### config.mk
export PLATFORM = sky130hd
export DESIGN_NAME = tsrb_top
export DESIGN_NICKNAME = d
export VERILOG_FILES = /design/src/tsrb_conv.v /design/src/tsrb_top.v
export VERILOG_INCLUDE_DIRS = /design/src
export SDC_FILE = /design/constraint.sdc
export NUM_CORES = 1
export LEC_CHECK = 0
export ABC_AREA = 1
export BUFFER_PORTS_ARGS = -buffer_cell sky130_fd_sc_hd__buf_2
export CELL_PAD_IN_SITES_DETAIL_PLACEMENT = 1
export CELL_PAD_IN_SITES_GLOBAL_PLACEMENT = 1
export CORE_MARGIN = 2
export CORE_UTILIZATION = 35
export CTS_CLUSTER_SIZE = 10
export DETAILED_ROUTE_END_ITERATION = 6
export PLACE_DENSITY = 0.7
export REMOVE_ABC_BUFFERS = 1
export SETUP_SLACK_MARGIN = 0.02
export SLEW_MARGIN = 0
export SYNTH_ARGS = -nofsm -noshare
export SYNTH_HDL_FRONTEND = slang
export SYNTH_SLANG_ARGS = --single-unit
### constraint.sdc
create_clock -name clk_sys -period 8.2 [get_ports clk_sys]
set_clock_uncertainty 0.15 [all_clocks]
set_input_delay 0.82 -clock clk_sys [delete_from_list [all_inputs] [get_ports clk_sys]]
set_output_delay 0.82 -clock clk_sys [all_outputs]
set_load 0.01 [all_outputs]
### src/tsrb_defines.vh
// Purpose: shared constants of the temperature sensor register bank
// Assumes: included by its bare name
// Notes: times in ms, clock rate in kHz, so ms * kHz gives cycles
`ifndef TSRB_DEFINES_VH
`define TSRB_DEFINES_VH
`define TSRB_PTR_RESULT 2'h0
`define TSRB_PTR_CONFIG 2'h1
`define TSRB_PTR_LOW 2'h2
`define TSRB_PTR_HIGH 2'h3
`define TSRB_CFG_ALERT 5
`define TSRB_CFG_RATE_LO 6
`define TSRB_CFG_RATE_HI 7
`define TSRB_CFG_SLEEP 8
`define TSRB_CFG_IRQ 9
`define TSRB_CFG_POL 10
`define TSRB_CFG_FAULT_LO 11
`define TSRB_CFG_FAULT_HI 12
`define TSRB_CFG_RSVD_ONE 14
`define TSRB_PTR_RESET 2'h0
`define TSRB_RATE_RESET 2'h2
`define TSRB_FAULT_RESET 2'h0
`define TSRB_LOW_RESET 16'h0800
`define TSRB_HIGH_RESET 16'h1000
`define TSRB_DEV_ADDR 7'h40
`define TSRB_CLK_KHZ 125000
`define TSRB_CONV_TIME_MS 36
`define TSRB_PERIOD_Q_MS 4000
`define TSRB_PERIOD_1_MS 1000
`define TSRB_PERIOD_4_MS 250
`define TSRB_PERIOD_8_MS 125
`endif

### src/tsrb_conv.v
// Purpose: conversion timebase, result capture and alert state
// Assumes: temp_sample is the converter output on clk_sys
// Notes: period must exceed conversion time, so start and end never meet
`timescale 1ns/100ps
`include "tsrb_defines.vh"
module tsrb_conv #(
   parameter [31:0] CONV_CYCLES = `TSRB_CONV_TIME_MS * `TSRB_CLK_KHZ,
   parameter [31:0] PERIOD_Q = `TSRB_PERIOD_Q_MS * `TSRB_CLK_KHZ,
   parameter [31:0] PERIOD_1 = `TSRB_PERIOD_1_MS * `TSRB_CLK_KHZ,
   parameter [31:0] PERIOD_4 = `TSRB_PERIOD_4_MS * `TSRB_CLK_KHZ,
   parameter [31:0] PERIOD_8 = `TSRB_PERIOD_8_MS * `TSRB_CLK_KHZ
) (
   input wire clk_sys,
   input wire rst,
   input wire ce,
   input wire sleep_ctrl,
   input wire [1:0] conversion_rate_sel,
   input wire [1:0] fault_count_sel,
   input wire alert_polarity,
   input wire irq_style_sel,
   input wire [15:0] low_temp_threshold,
   input wire [15:0] high_temp_threshold,
   input wire [15:0] temp_sample,
   input wire irq_clear,
   output reg [15:0] temperature_result,
   output wire alert_flag,
   output reg alert_oe_n
);
   reg busy;
   reg sleep_d;
   reg fault;
   reg irq_latch;
   reg [31:0] conv_cnt;
   reg [31:0] per_cnt;
   reg [2:0] run;
   reg next_fault;
   wire conv_done = busy && (conv_cnt == CONV_CYCLES - 32'h1);
   wire over = $signed(temp_sample) > $signed(high_temp_threshold);
   wire under = $signed(temp_sample) < $signed(low_temp_threshold);
   wire [2:0] need = {1'b0, fault_count_sel} + 3'h1;
   wire asserted = irq_style_sel ? irq_latch : fault;

   function [31:0] period_of;
      input [1:0] sel;
      begin
         case (sel)
            2'h0: period_of = PERIOD_Q;
            2'h1: period_of = PERIOD_1;
            2'h2: period_of = PERIOD_4;
            default: period_of = PERIOD_8;
         endcase
      end
   endfunction

   assign alert_flag = alert_polarity ? fault : ~fault;

   always @* begin
      next_fault = fault;
      if (conv_done && (fault ? under : over) && (run + 3'h1 == need)) begin
         next_fault = ~fault;
      end
   end

   always @(posedge clk_sys) begin
      if (rst) begin
         busy <= 1'b1;
         sleep_d <= 1'b0;
         conv_cnt <= 32'h0;
         per_cnt <= 32'h0;
         temperature_result <= 16'h0000;
         fault <= 1'b0;
         run <= 3'h0;
         irq_latch <= 1'b0;
         alert_oe_n <= 1'b1;
      end else if (ce) begin
         sleep_d <= sleep_ctrl;
         fault <= next_fault;
         // open drain: pulled low when the wanted level is low
         alert_oe_n <= ~(asserted ^ alert_polarity);
         // set wins over a host read clearing it
         if (irq_style_sel && (next_fault != fault)) begin
            irq_latch <= 1'b1;
         end else if (irq_clear || !irq_style_sel) begin
            irq_latch <= 1'b0;
         end
         if (conv_done) begin
            temperature_result <= temp_sample;
            if (next_fault != fault) begin
               run <= 3'h0;
            end else if (fault ? under : over) begin
               run <= run + 3'h1;
            end else begin
               run <= 3'h0;
            end
         end
         if (sleep_ctrl) begin
            busy <= 1'b0;
            per_cnt <= 32'h0;
            conv_cnt <= 32'h0;
         end else if (sleep_d || per_cnt >= period_of(conversion_rate_sel) - 32'h1) begin
            busy <= 1'b1;
            per_cnt <= 32'h0;
            conv_cnt <= 32'h0;
         end else begin
            per_cnt <= per_cnt + 32'h1;
            if (conv_done) begin
               busy <= 1'b0;
            end else if (busy) begin
               conv_cnt <= conv_cnt + 32'h1;
            end
         end
      end
   end
endmodule

### src/tsrb_top.v
// Purpose: register bank of a temperature sensor behind a two-wire slave
// Assumes: scl_in and sda_in are asynchronous pins, sampled on clk_sys
// Notes: scl must stay below an eighth of clk_sys for clean edge finding
`timescale 1ns/100ps
`include "tsrb_defines.vh"
module tsrb_top #(
   parameter [6:0] DEV_ADDR = `TSRB_DEV_ADDR,
   parameter [31:0] CONV_CYCLES = `TSRB_CONV_TIME_MS * `TSRB_CLK_KHZ,
   parameter [31:0] PERIOD_Q = `TSRB_PERIOD_Q_MS * `TSRB_CLK_KHZ,
   parameter [31:0] PERIOD_1 = `TSRB_PERIOD_1_MS * `TSRB_CLK_KHZ,
   parameter [31:0] PERIOD_4 = `TSRB_PERIOD_4_MS * `TSRB_CLK_KHZ,
   parameter [31:0] PERIOD_8 = `TSRB_PERIOD_8_MS * `TSRB_CLK_KHZ
) (
   input wire clk_sys,
   input wire rst,
   input wire ce,
   input wire scl_in,
   input wire sda_in,
   output wire sda_out,
   output reg sda_oe_n,
   input wire [15:0] temp_sample,
   output wire alert_out,
   output wire alert_oe_n
);
   localparam [2:0] ST_IDLE = 3'h0;
   localparam [2:0] ST_ADDR = 3'h1;
   localparam [2:0] ST_ACK = 3'h2;
   localparam [2:0] ST_WRITE = 3'h3;
   localparam [2:0] ST_READ = 3'h4;
   localparam [2:0] ST_RACK = 3'h5;
   localparam [2:0] ST_RLOAD = 3'h6;

   reg [1:0] scl_sync;
   reg [1:0] sda_sync;
   reg scl_prev;
   reg sda_prev;
   reg [2:0] state;
   reg [2:0] bit_cnt;
   reg byte_full;
   reg [1:0] byte_no;
   reg [7:0] shift;
   reg [7:0] wr_msb;
   reg [7:0] tx;
   reg [15:0] rd_word;
   reg rd_lsb;
   reg rw;
   reg irq_clear;
   reg [1:0] ptr;
   reg [1:0] conversion_rate_sel;
   reg sleep_ctrl;
   reg irq_style_sel;
   reg alert_polarity;
   reg [1:0] fault_count_sel;
   reg [15:0] low_temp_threshold;
   reg [15:0] high_temp_threshold;
   wire [15:0] temperature_result;
   wire alert_flag;
   wire [15:0] cur_word;
   wire [7:0] register_pointer;
   wire [15:0] wr_word;

   wire scl = scl_sync[1];
   wire sda = sda_sync[1];
   wire scl_rise = scl && !scl_prev;
   wire scl_fall = !scl && scl_prev;
   wire start_det = scl && scl_prev && sda_prev && !sda;
   wire stop_det = scl && scl_prev && !sda_prev && sda;

   assign register_pointer = {6'h00, ptr};
   assign wr_word = {wr_msb, shift};
   assign sda_out = 1'b0;
   assign alert_out = 1'b0;

   function [15:0] sel_word;
      input [1:0] p;
      input [15:0] res;
      input [15:0] cfg;
      input [15:0] lo;
      input [15:0] hi;
      begin
         if (p == `TSRB_PTR_RESULT) begin
            sel_word = res;
         end else if (p == `TSRB_PTR_CONFIG) begin
            sel_word = cfg;
         end else if (p == `TSRB_PTR_LOW) begin
            sel_word = lo;
         end else begin
            sel_word = hi;
         end
      end
   endfunction

   wire [15:0] cfg_word = {1'b0, 1'b1, 1'b0, fault_count_sel, alert_polarity,
                           irq_style_sel, sleep_ctrl, conversion_rate_sel,
                           alert_flag, 5'h00};

   assign cur_word = sel_word(ptr, temperature_result, cfg_word,
                              low_temp_threshold, high_temp_threshold);

   // the first stage feeds only the second
   always @(posedge clk_sys) begin
      if (rst) begin
         scl_sync <= 2'h3;
         sda_sync <= 2'h3;
         scl_prev <= 1'b1;
         sda_prev <= 1'b1;
      end else if (ce) begin
         scl_sync <= {scl_sync[0], scl_in};
         sda_sync <= {sda_sync[0], sda_in};
         scl_prev <= scl_sync[1];
         sda_prev <= sda_sync[1];
      end
   end

   // word goes high byte first; snapshot taken with the high byte
   task load_byte;
      begin
         bit_cnt <= 3'h0;
         rd_lsb <= ~rd_lsb;
         if (!rd_lsb) begin
            rd_word <= cur_word;
            tx <= cur_word[15:8];
            sda_oe_n <= cur_word[15];
         end else begin
            tx <= rd_word[7:0];
            sda_oe_n <= rd_word[7];
         end
      end
   endtask

   always @(posedge clk_sys) begin
      if (rst) begin
         state <= ST_IDLE;
         bit_cnt <= 3'h0;
         byte_full <= 1'b0;
         byte_no <= 2'h0;
         shift <= 8'h00;
         wr_msb <= 8'h00;
         tx <= 8'h00;
         rd_word <= 16'h0000;
         rd_lsb <= 1'b0;
         rw <= 1'b0;
         irq_clear <= 1'b0;
         sda_oe_n <= 1'b1;
         ptr <= `TSRB_PTR_RESET;
         conversion_rate_sel <= `TSRB_RATE_RESET;
         sleep_ctrl <= 1'b0;
         irq_style_sel <= 1'b0;
         alert_polarity <= 1'b0;
         fault_count_sel <= `TSRB_FAULT_RESET;
         low_temp_threshold <= `TSRB_LOW_RESET;
         high_temp_threshold <= `TSRB_HIGH_RESET;
      end else if (ce) begin
         irq_clear <= 1'b0;
         if (start_det) begin
            state <= ST_ADDR;
            bit_cnt <= 3'h0;
            byte_full <= 1'b0;
            byte_no <= 2'h0;
            rd_lsb <= 1'b0;
            sda_oe_n <= 1'b1;
         end else if (stop_det) begin
            state <= ST_IDLE;
            sda_oe_n <= 1'b1;
         end else begin
            case (state)
               ST_ADDR, ST_WRITE: begin
                  if (scl_rise) begin
                     shift <= {shift[6:0], sda};
                     bit_cnt <= bit_cnt + 3'h1;
                     if (bit_cnt == 3'h7) begin
                        byte_full <= 1'b1;
                     end
                  end else if (scl_fall && byte_full) begin
                     byte_full <= 1'b0;
                     if (state == ST_ADDR) begin
                        if (shift[7:1] == DEV_ADDR) begin
                           rw <= shift[0];
                           irq_clear <= shift[0];
                           sda_oe_n <= 1'b0;
                           state <= ST_ACK;
                        end else begin
                           state <= ST_IDLE;
                        end
                     end else begin
                        sda_oe_n <= 1'b0;
                        state <= ST_ACK;
                        if (byte_no != 2'h3) begin
                           byte_no <= byte_no + 2'h1;
                        end
                        if (byte_no == 2'h0) begin
                           ptr <= shift[1:0];
                        end else if (byte_no == 2'h1) begin
                           wr_msb <= shift;
                        end else if (byte_no == 2'h2) begin
                           if (ptr == `TSRB_PTR_CONFIG) begin
                              conversion_rate_sel <= wr_word[`TSRB_CFG_RATE_HI:`TSRB_CFG_RATE_LO];
                              sleep_ctrl <= wr_word[`TSRB_CFG_SLEEP];
                              irq_style_sel <= wr_word[`TSRB_CFG_IRQ];
                              alert_polarity <= wr_word[`TSRB_CFG_POL];
                              fault_count_sel <= wr_word[`TSRB_CFG_FAULT_HI:`TSRB_CFG_FAULT_LO];
                           end else if (ptr == `TSRB_PTR_LOW) begin
                              low_temp_threshold <= wr_word;
                           end else if (ptr == `TSRB_PTR_HIGH) begin
                              high_temp_threshold <= wr_word;
                           end
                        end
                     end
                  end
               end
               ST_ACK: begin
                  if (scl_fall) begin
                     bit_cnt <= 3'h0;
                     if (rw) begin
                        load_byte;
                        state <= ST_READ;
                     end else begin
                        sda_oe_n <= 1'b1;
                        state <= ST_WRITE;
                     end
                  end
               end
               ST_READ: begin
                  if (scl_fall) begin
                     if (bit_cnt == 3'h7) begin
                        // release for the host acknowledge
                        sda_oe_n <= 1'b1;
                        state <= ST_RACK;
                     end else begin
                        tx <= {tx[6:0], 1'b0};
                        sda_oe_n <= tx[6];
                        bit_cnt <= bit_cnt + 3'h1;
                     end
                  end
               end
               ST_RACK: begin
                  if (scl_rise) begin
                     // a nack ends the read; wait for stop
                     if (sda) begin
                        state <= ST_IDLE;
                     end else begin
                        state <= ST_RLOAD;
                     end
                  end
               end
               ST_RLOAD: begin
                  if (scl_fall) begin
                     load_byte;
                     state <= ST_READ;
                  end
               end
               default: begin
                  sda_oe_n <= 1'b1;
               end
            endcase
         end
      end
   end

   tsrb_conv #(
      .CONV_CYCLES(CONV_CYCLES),
      .PERIOD_Q(PERIOD_Q),
      .PERIOD_1(PERIOD_1),
      .PERIOD_4(PERIOD_4),
      .PERIOD_8(PERIOD_8)
   ) u_conv (
      .clk_sys(clk_sys),
      .rst(rst),
      .ce(ce),
      .sleep_ctrl(sleep_ctrl),
      .conversion_rate_sel(conversion_rate_sel),
      .fault_count_sel(fault_count_sel),
      .alert_polarity(alert_polarity),
      .irq_style_sel(irq_style_sel),
      .low_temp_threshold(low_temp_threshold),
      .high_temp_threshold(high_temp_threshold),
      .temp_sample(temp_sample),
      .irq_clear(irq_clear),
      .temperature_result(temperature_result),
      .alert_flag(alert_flag),
      .alert_oe_n(alert_oe_n)
   );
endmodule

After elaboration in Yosys (flattened, before gate mapping):

Cells that the tools add are included.

* add/subtract/negate cells: 7
* magnitude comparators: 3
* equal/unequal tests: 45
* mux-type cells: 96
* bitwise gates (word level): 12
* reductions and logical operators: 55

Operators by type and width (number)
* 32-bit 2-to-1 mux: 9
* 16-bit 2-to-1 mux: 7
* 29-bit case mux with 3 select lines: 1
* 32-bit by 1-bit adder with 32-bit output, second input constant: 2
* 3-bit 2-to-1 mux: 20
* 7-bit 2-to-1 mux: 6
* 1-bit 2-to-1 mux: 39
* 32-bit by 23-bit equality test with 1-bit output, second input constant: 1
* 32-bit greater-or-equal comparator: 1
* 16-bit case mux with 2 select lines: 1
* 32-bit by 1-bit subtractor with 32-bit output, second input constant: 1
* 4-bit inequality test, second input constant: 7
* 9-bit AND reduction: 3
* 3-bit inequality test, second input constant: 8
* 8-bit AND reduction: 3
* 7-bit case mux with 3 select lines: 1
* 7-bit AND reduction: 3
* 16-bit greater-than comparator: 1
* 16-bit less-than comparator: 1
* 2-bit 2-to-1 mux: 8
* 2-bit inequality test, second input constant: 8
* 3-bit case mux with 5 select lines: 1
* 3-bit nonzero test: 5
* 13-bit AND reduction: 1
* other kinds (33): 80

* register bits: 187
* input bits: 21
* output and inout bits: 4
* word-level logic and storage cells: 251

Depth between registers and ports, before layout:

* depth in word-level cells: 10
* gate-level depth with buffers: 17
* depth with buffers taken out: 16

Cells and area by module:

A second synthesis with hierarchy kept.

* cells, all modules: 1746
* area, all modules: 11481.0 µm²

By module, submodules not included
* tsrb_conv: instances 1, cells each 1027, area an instance 6545.0 µm², seq. area each 1761.7 µm²
* tsrb_top: instances 1, cells each 719, area an instance 4936.0 µm², seq. area each 1821.7 µm²

Worst setup path before layout:

No wires, ideal clock.

* path type: register to register
* start point: register conversion_rate_sel[0]
* end point: register u_conv.conv_cnt[1]
* setup time: 0.070 ns
* data arrival time: 2.422 ns
* data required time: 7.980 ns
* slack: 5.557 ns
* cell stages (with the launch flop): 17
* path buffers: 1
* period minus slack after synthesis: 2.643 ns
* cells stage by stage: dfxtp_1 -> inv_1 -> ha_1 -> o21ai_0 -> ha_1 -> nand2_1 -> inv_1 -> nand2_1 -> nand2_1 -> nand2_1 -> nand2_1 -> nor2_1 -> nand3_2 -> inv_2 -> clkbuf_1 -> nand3_1 -> a21oi_1

* cells in the longest elaborated chain, start to end: 10
* elaborated cells on any way between the ends: 15
* classes of those cells: add/sub: 1; order compare: 1; eq/ne: 3; mux: 6; reduce/logical: 4

RTL lines
* from (decl): line tsrb_top.v:49 `reg [1:0] conversion_rate_sel;`
* from (signal assigned): line tsrb_top.v:146 `` conversion_rate_sel <= `TSRB_RATE_RESET; ``
* from (signal assigned): line tsrb_top.v:197 `` conversion_rate_sel <= wr_word[`TSRB_CFG_RATE_HI:`TSRB_CFG_RATE_LO]; ``
* 2-bit equality test, or another cell as far along: line tsrb_conv.v:46 `case (sel)`
* 29-bit case mux with 3 select lines (*): line tsrb_conv.v:46
* 32-bit 2-to-1 mux (*): line tsrb_conv.v:96 `if (sleep_ctrl) begin`
* 32-bit 2-to-1 mux (*): line tsrb_conv.v:75 `end else if (ce) begin`
* 32-bit 2-to-1 mux (*): line tsrb_conv.v:65 `if (rst) begin`
* 32-bit by 1-bit subtractor with 32-bit output (*): line tsrb_conv.v:100 `end else if (sleep_d || per_cnt >= period_of(conversion_rate_sel) - 32'h1) begin`
* 32-bit greater-or-equal comparator (*): line tsrb_conv.v:100
* 1-bit logical OR (*): line tsrb_conv.v:100
* 3-bit inequality test (no line), or another cell as far along
* 3-bit AND reduction (no line) / 32-bit 2-to-1 mux (equally long branches)
* to (signal assigned): line tsrb_conv.v:109 `conv_cnt <= conv_cnt + 32'h1;`
* to (decl): line tsrb_conv.v:33 `reg [31:0] conv_cnt;`

Mark *: on every way between the ends. The rest lies on a longest branch, timed or not. The select of a mux whose other input is x is not followed.
A chain may end at the register's enable or synchronous reset.

Final worst setup path:

* start point: register conversion_rate_sel[0]
* end point: register u_conv.per_cnt[10]

* cells in the longest elaborated chain, start to end: 10
* elaborated cells on any way between the ends: 12
* classes of those cells: add/sub: 1; order compare: 1; eq/ne: 2; mux: 6; reduce/logical: 2

RTL lines
* 2-bit equality test, or another cell as far along: line tsrb_conv.v:46
* 29-bit case mux with 3 select lines (*): line tsrb_conv.v:46
* 32-bit 2-to-1 mux (*): line tsrb_conv.v:96
* 32-bit 2-to-1 mux (*): line tsrb_conv.v:75
* 32-bit 2-to-1 mux (*): line tsrb_conv.v:65
* 32-bit by 1-bit subtractor with 32-bit output (*): line tsrb_conv.v:100
* 32-bit greater-or-equal comparator (*): line tsrb_conv.v:100
* 1-bit logical OR (*): line tsrb_conv.v:100
* 32-bit 2-to-1 mux (*): line tsrb_conv.v:100
* 32-bit 2-to-1 mux (*): line tsrb_conv.v:96
* to (signal assigned): line tsrb_conv.v:105 `per_cnt <= per_cnt + 32'h1;`
* to (decl): line tsrb_conv.v:34 `reg [31:0] per_cnt;`

Marked as above.

==> metrics.txt <==
status=completed; I/O Buffers=22; Layout Utilization=between 30% and 40%; Yosys reg bits=roughly 180; Routed WL=~34000 um; met3 routed WL=about 870 um; top cell type's share of synthesized area=approximately a third; Netlist cell types=between 40 and 50; Routed Antenna Nets=0; Post-synth EDFFs=0; die area=between 0.03 and 0.04 mm2; Pleak=between 4 and 5 nW; Seq pwr share=approximately 45%; # clock sinks=179; wire length of the first global-routing pass=~57000 um; worst min-delay path class=register to register; Worst Path Max Fanout=35; TNS Setup=0 ps; main area contributors after synthesis=dfxtp_1, nand2_1, ha_1, a21oi_1, nand3_1; Final Net Count=approximately 1.6k; Synth Cell Area=roughly 0.011 mm2; routed length per instance=around 18 um; area occupied by multi-input gates=a little over 0.006 mm2; deepest clock path buffer count=2; top routing layer in use=met4; final hold violations=0; CP arrival=4310 ps; CTS H-tree depth=4; boundary pin count=25; hold-fix buffers at CTS=0; Fillers=about 3.8k; net switching power figure=0.564 mW; minimum clock period=about 4000 ps; 1st-iter DRT viols=~540; worst endpoint required time=approximately 8400 ps; routed vias=10.3k; P_int=between 1 and 1.5 mW; Initial Util=35.7%; vias per cell=5.35; FMAX=244 MHz; Area growth, synth to finish=9.55%; Clock transition at path regs=about 70 ps; Final period util=about half; setup bufs post-CTS=0; register area=0.00358 mm2; Num CTS Buffers=17; GRT Util Overall=between 20% and 30%; initial antenna violation count=0; Combinational Power Share=between 10% and 20%; largest net degree at the start of global routing=~90; Diodes inserted=0; post-CTS resize count=0; Final setup viols=0; Sw Ratio=around 28%; P per Cell Area=~170 mW/mm2; Yosys top cell by area=dfxtp_1; Rows=63; Vert. Die Dim=179 um; Avg Inst Size Synth=approximately 7 um2; drc violations=0; sequential share of the synthesized area=between 30% and 40%; worst skew pair latency=around 450 ps; clock power share=a little over two fifths; global route total overflow=0; relative slew slack=around a quarter; Crit. End Element=register; Detailed Routing Iterations Pass 1=5; critical path type=register to register; Max Cap Viol=0; root buf cell=clkbuf_16; async set or reset register ratio after synthesis=0%; Core Region=between 0.02 and 0.03 mm2; Metal-1 WL=16200 um; TritonCTS clock tree=done; max-slew violation count=0; DP HPWL=about 25000 um; share of layout cells above drive strength 1=7.71%; RSZ-0062 raised after global routing=false; vias in the first global route=about 11k; Die W=around 180 um; synthesized instance count=between 1.5k and 2k; YS warnings=0; crit path launch type=register; Peak VDD IR=between 150 and 200 uV; Primary FF master, synth=dfxtp_1; met2 WL=16400 um; worst slew pin tran=1100 ps; gpl congestion=0.838
stage by stage:
step	cells	hold WS (ps)	area (um2)	setup WS, ps	power (mW)
after floorplan	1481	264	10400	5050	1.06
after global placement	1902	278	11100	4220	1.14
after detailed placement	1902	282	11100	4040	1.14
after CTS	1934	292	11700	4010	2.01
after global routing	1934	323	11700	3570	2.09
final	1934	288	11700	4100	1.99
layout make-up:
class	instances	share of cell area, %
timing repair buffer	31	1.52
inverter	183	5.87
clock buffer	20	3.99
clock inverter	12	1.23
multi-input combinational	1119	52.6
sequential	179	30.6
tap	390	4.17
critical path, stage by stage (launching register included):
cell	delay, ps
dfxtp_1	480
inv_1	250
ha_1	380
ha_1	320
nand2_1	60
inv_1	40
o21bai_1	110
nand2_1	70
a21oi_1	110
nand3_1	120
nand2_1	110
nand3_2	140
nand2_2	600
nand2_1	690
nor3b_1	370
placed cells by master, fill, tap and decap left out, types with 3 or more instances in the layout:
cell,n
nor2_4,5
nor3_1,47
clkinv_2,3
a211oi_1,22
xnor2_1,5
nand4_1,30
nand3b_1,12
nand3_2,3
dfxtp_1,179
nor2_2,7
buf_2,22
inv_8,4
ha_1,75
o31ai_1,3
nand2_1,255
a21oi_1,153
xor2_1,29
nor3b_1,10
nor4_1,7
o22ai_1,5
inv_2,21
nand3_1,123
o211ai_1,9
inv_1,161
a31oi_1,10
o21ai_0,102
conb_1,3
o21ai_1,18
nor2_1,159
clkbuf_8,3
nor3_2,7
clkbuf_16,17
nand2_2,5
buf_4,9
power by group through the flow:
stage	clock, mW	sequential, mW	combinational [mW]
global route	0.930	0.906	0.252
global placement	0	0.923	0.214
finish	0.868	0.904	0.222
floorplan	0	0.918	0.145
CTS	0.891	0.903	0.221
detailed placement	0	0.924	0.219
cells by family after synthesis:
| kind of cell | after synthesis | synth area share, % |
|---|---|---|
| and+or+nand+nor | 679 | 29.4 |
| AOI/OAI and AO/OA | 328 | 16.5 |
| buffers and inverters | 244 | 8.90 |
| DFF | 179 | 33.6 |
| adders and majority gates | 75 | 8.79 |
| xor gates and xnor gates | 34 | 2.79 |
| other | 1 | 0.0351 |
layer usage:
metal | vias up | GRT usage, %
li1 | 5137 | -
met1 | 5016 | 28.7
met2 | 145 | 38.9
met3 | 45 | 3.46
met4 | 0 | 6.98
met5 | - | 0
worst paths after layout:
| path | from | endpoint | slack [ps] | depth (start not counted) |
|---|---|---|---|---|
| worst max-delay path | conversion_rate_sel[0]$_SDFFE_PP0P_ | u_conv.per_cnt[10]$_SDFFE_PP0P_ | 4100 | 14 |
| worst min-delay path | u_conv.per_cnt[30]$_SDFFE_PP0P_ | u_conv.per_cnt[30]$_SDFFE_PP0P_ | 290 | 2 |
| worst max register to register | conversion_rate_sel[0]$_SDFFE_PP0P_ | u_conv.per_cnt[10]$_SDFFE_PP0P_ | 4100 | 14 |
| worst min register to register | u_conv.per_cnt[30]$_SDFFE_PP0P_ | u_conv.per_cnt[30]$_SDFFE_PP0P_ | 290 | 2 |
sequential cells by signal, summed over array words and instances (netlist names), 7 cells and up:
register / flops
u_conv.temperature_result: 16
wr_msb: 8
u_conv.conv_cnt: 32
low_temp_threshold: 16
tx: 7
rd_word: 8
shift: 8
high_temp_threshold: 16
u_conv.per_cnt: 32
synthesized netlist by cell type, drive strengths merged (2+ instances only):
cell / n
a211oi: 22
a21oi: 153
a31oi: 10
buf: 20
clkbuf: 41
clkinv: 2
dfxtp: 179
ha: 75
inv: 181
nand2: 260
nand3: 127
nand3b: 12
nand4: 31
nor2: 171
nor3: 56
nor3b: 10
nor4: 8
o211ai: 9
o21ai: 120
o21bai: 2
o22ai: 5
o31ai: 3
xnor2: 5
xor2: 29
Power figures use the tool's default switching activity.
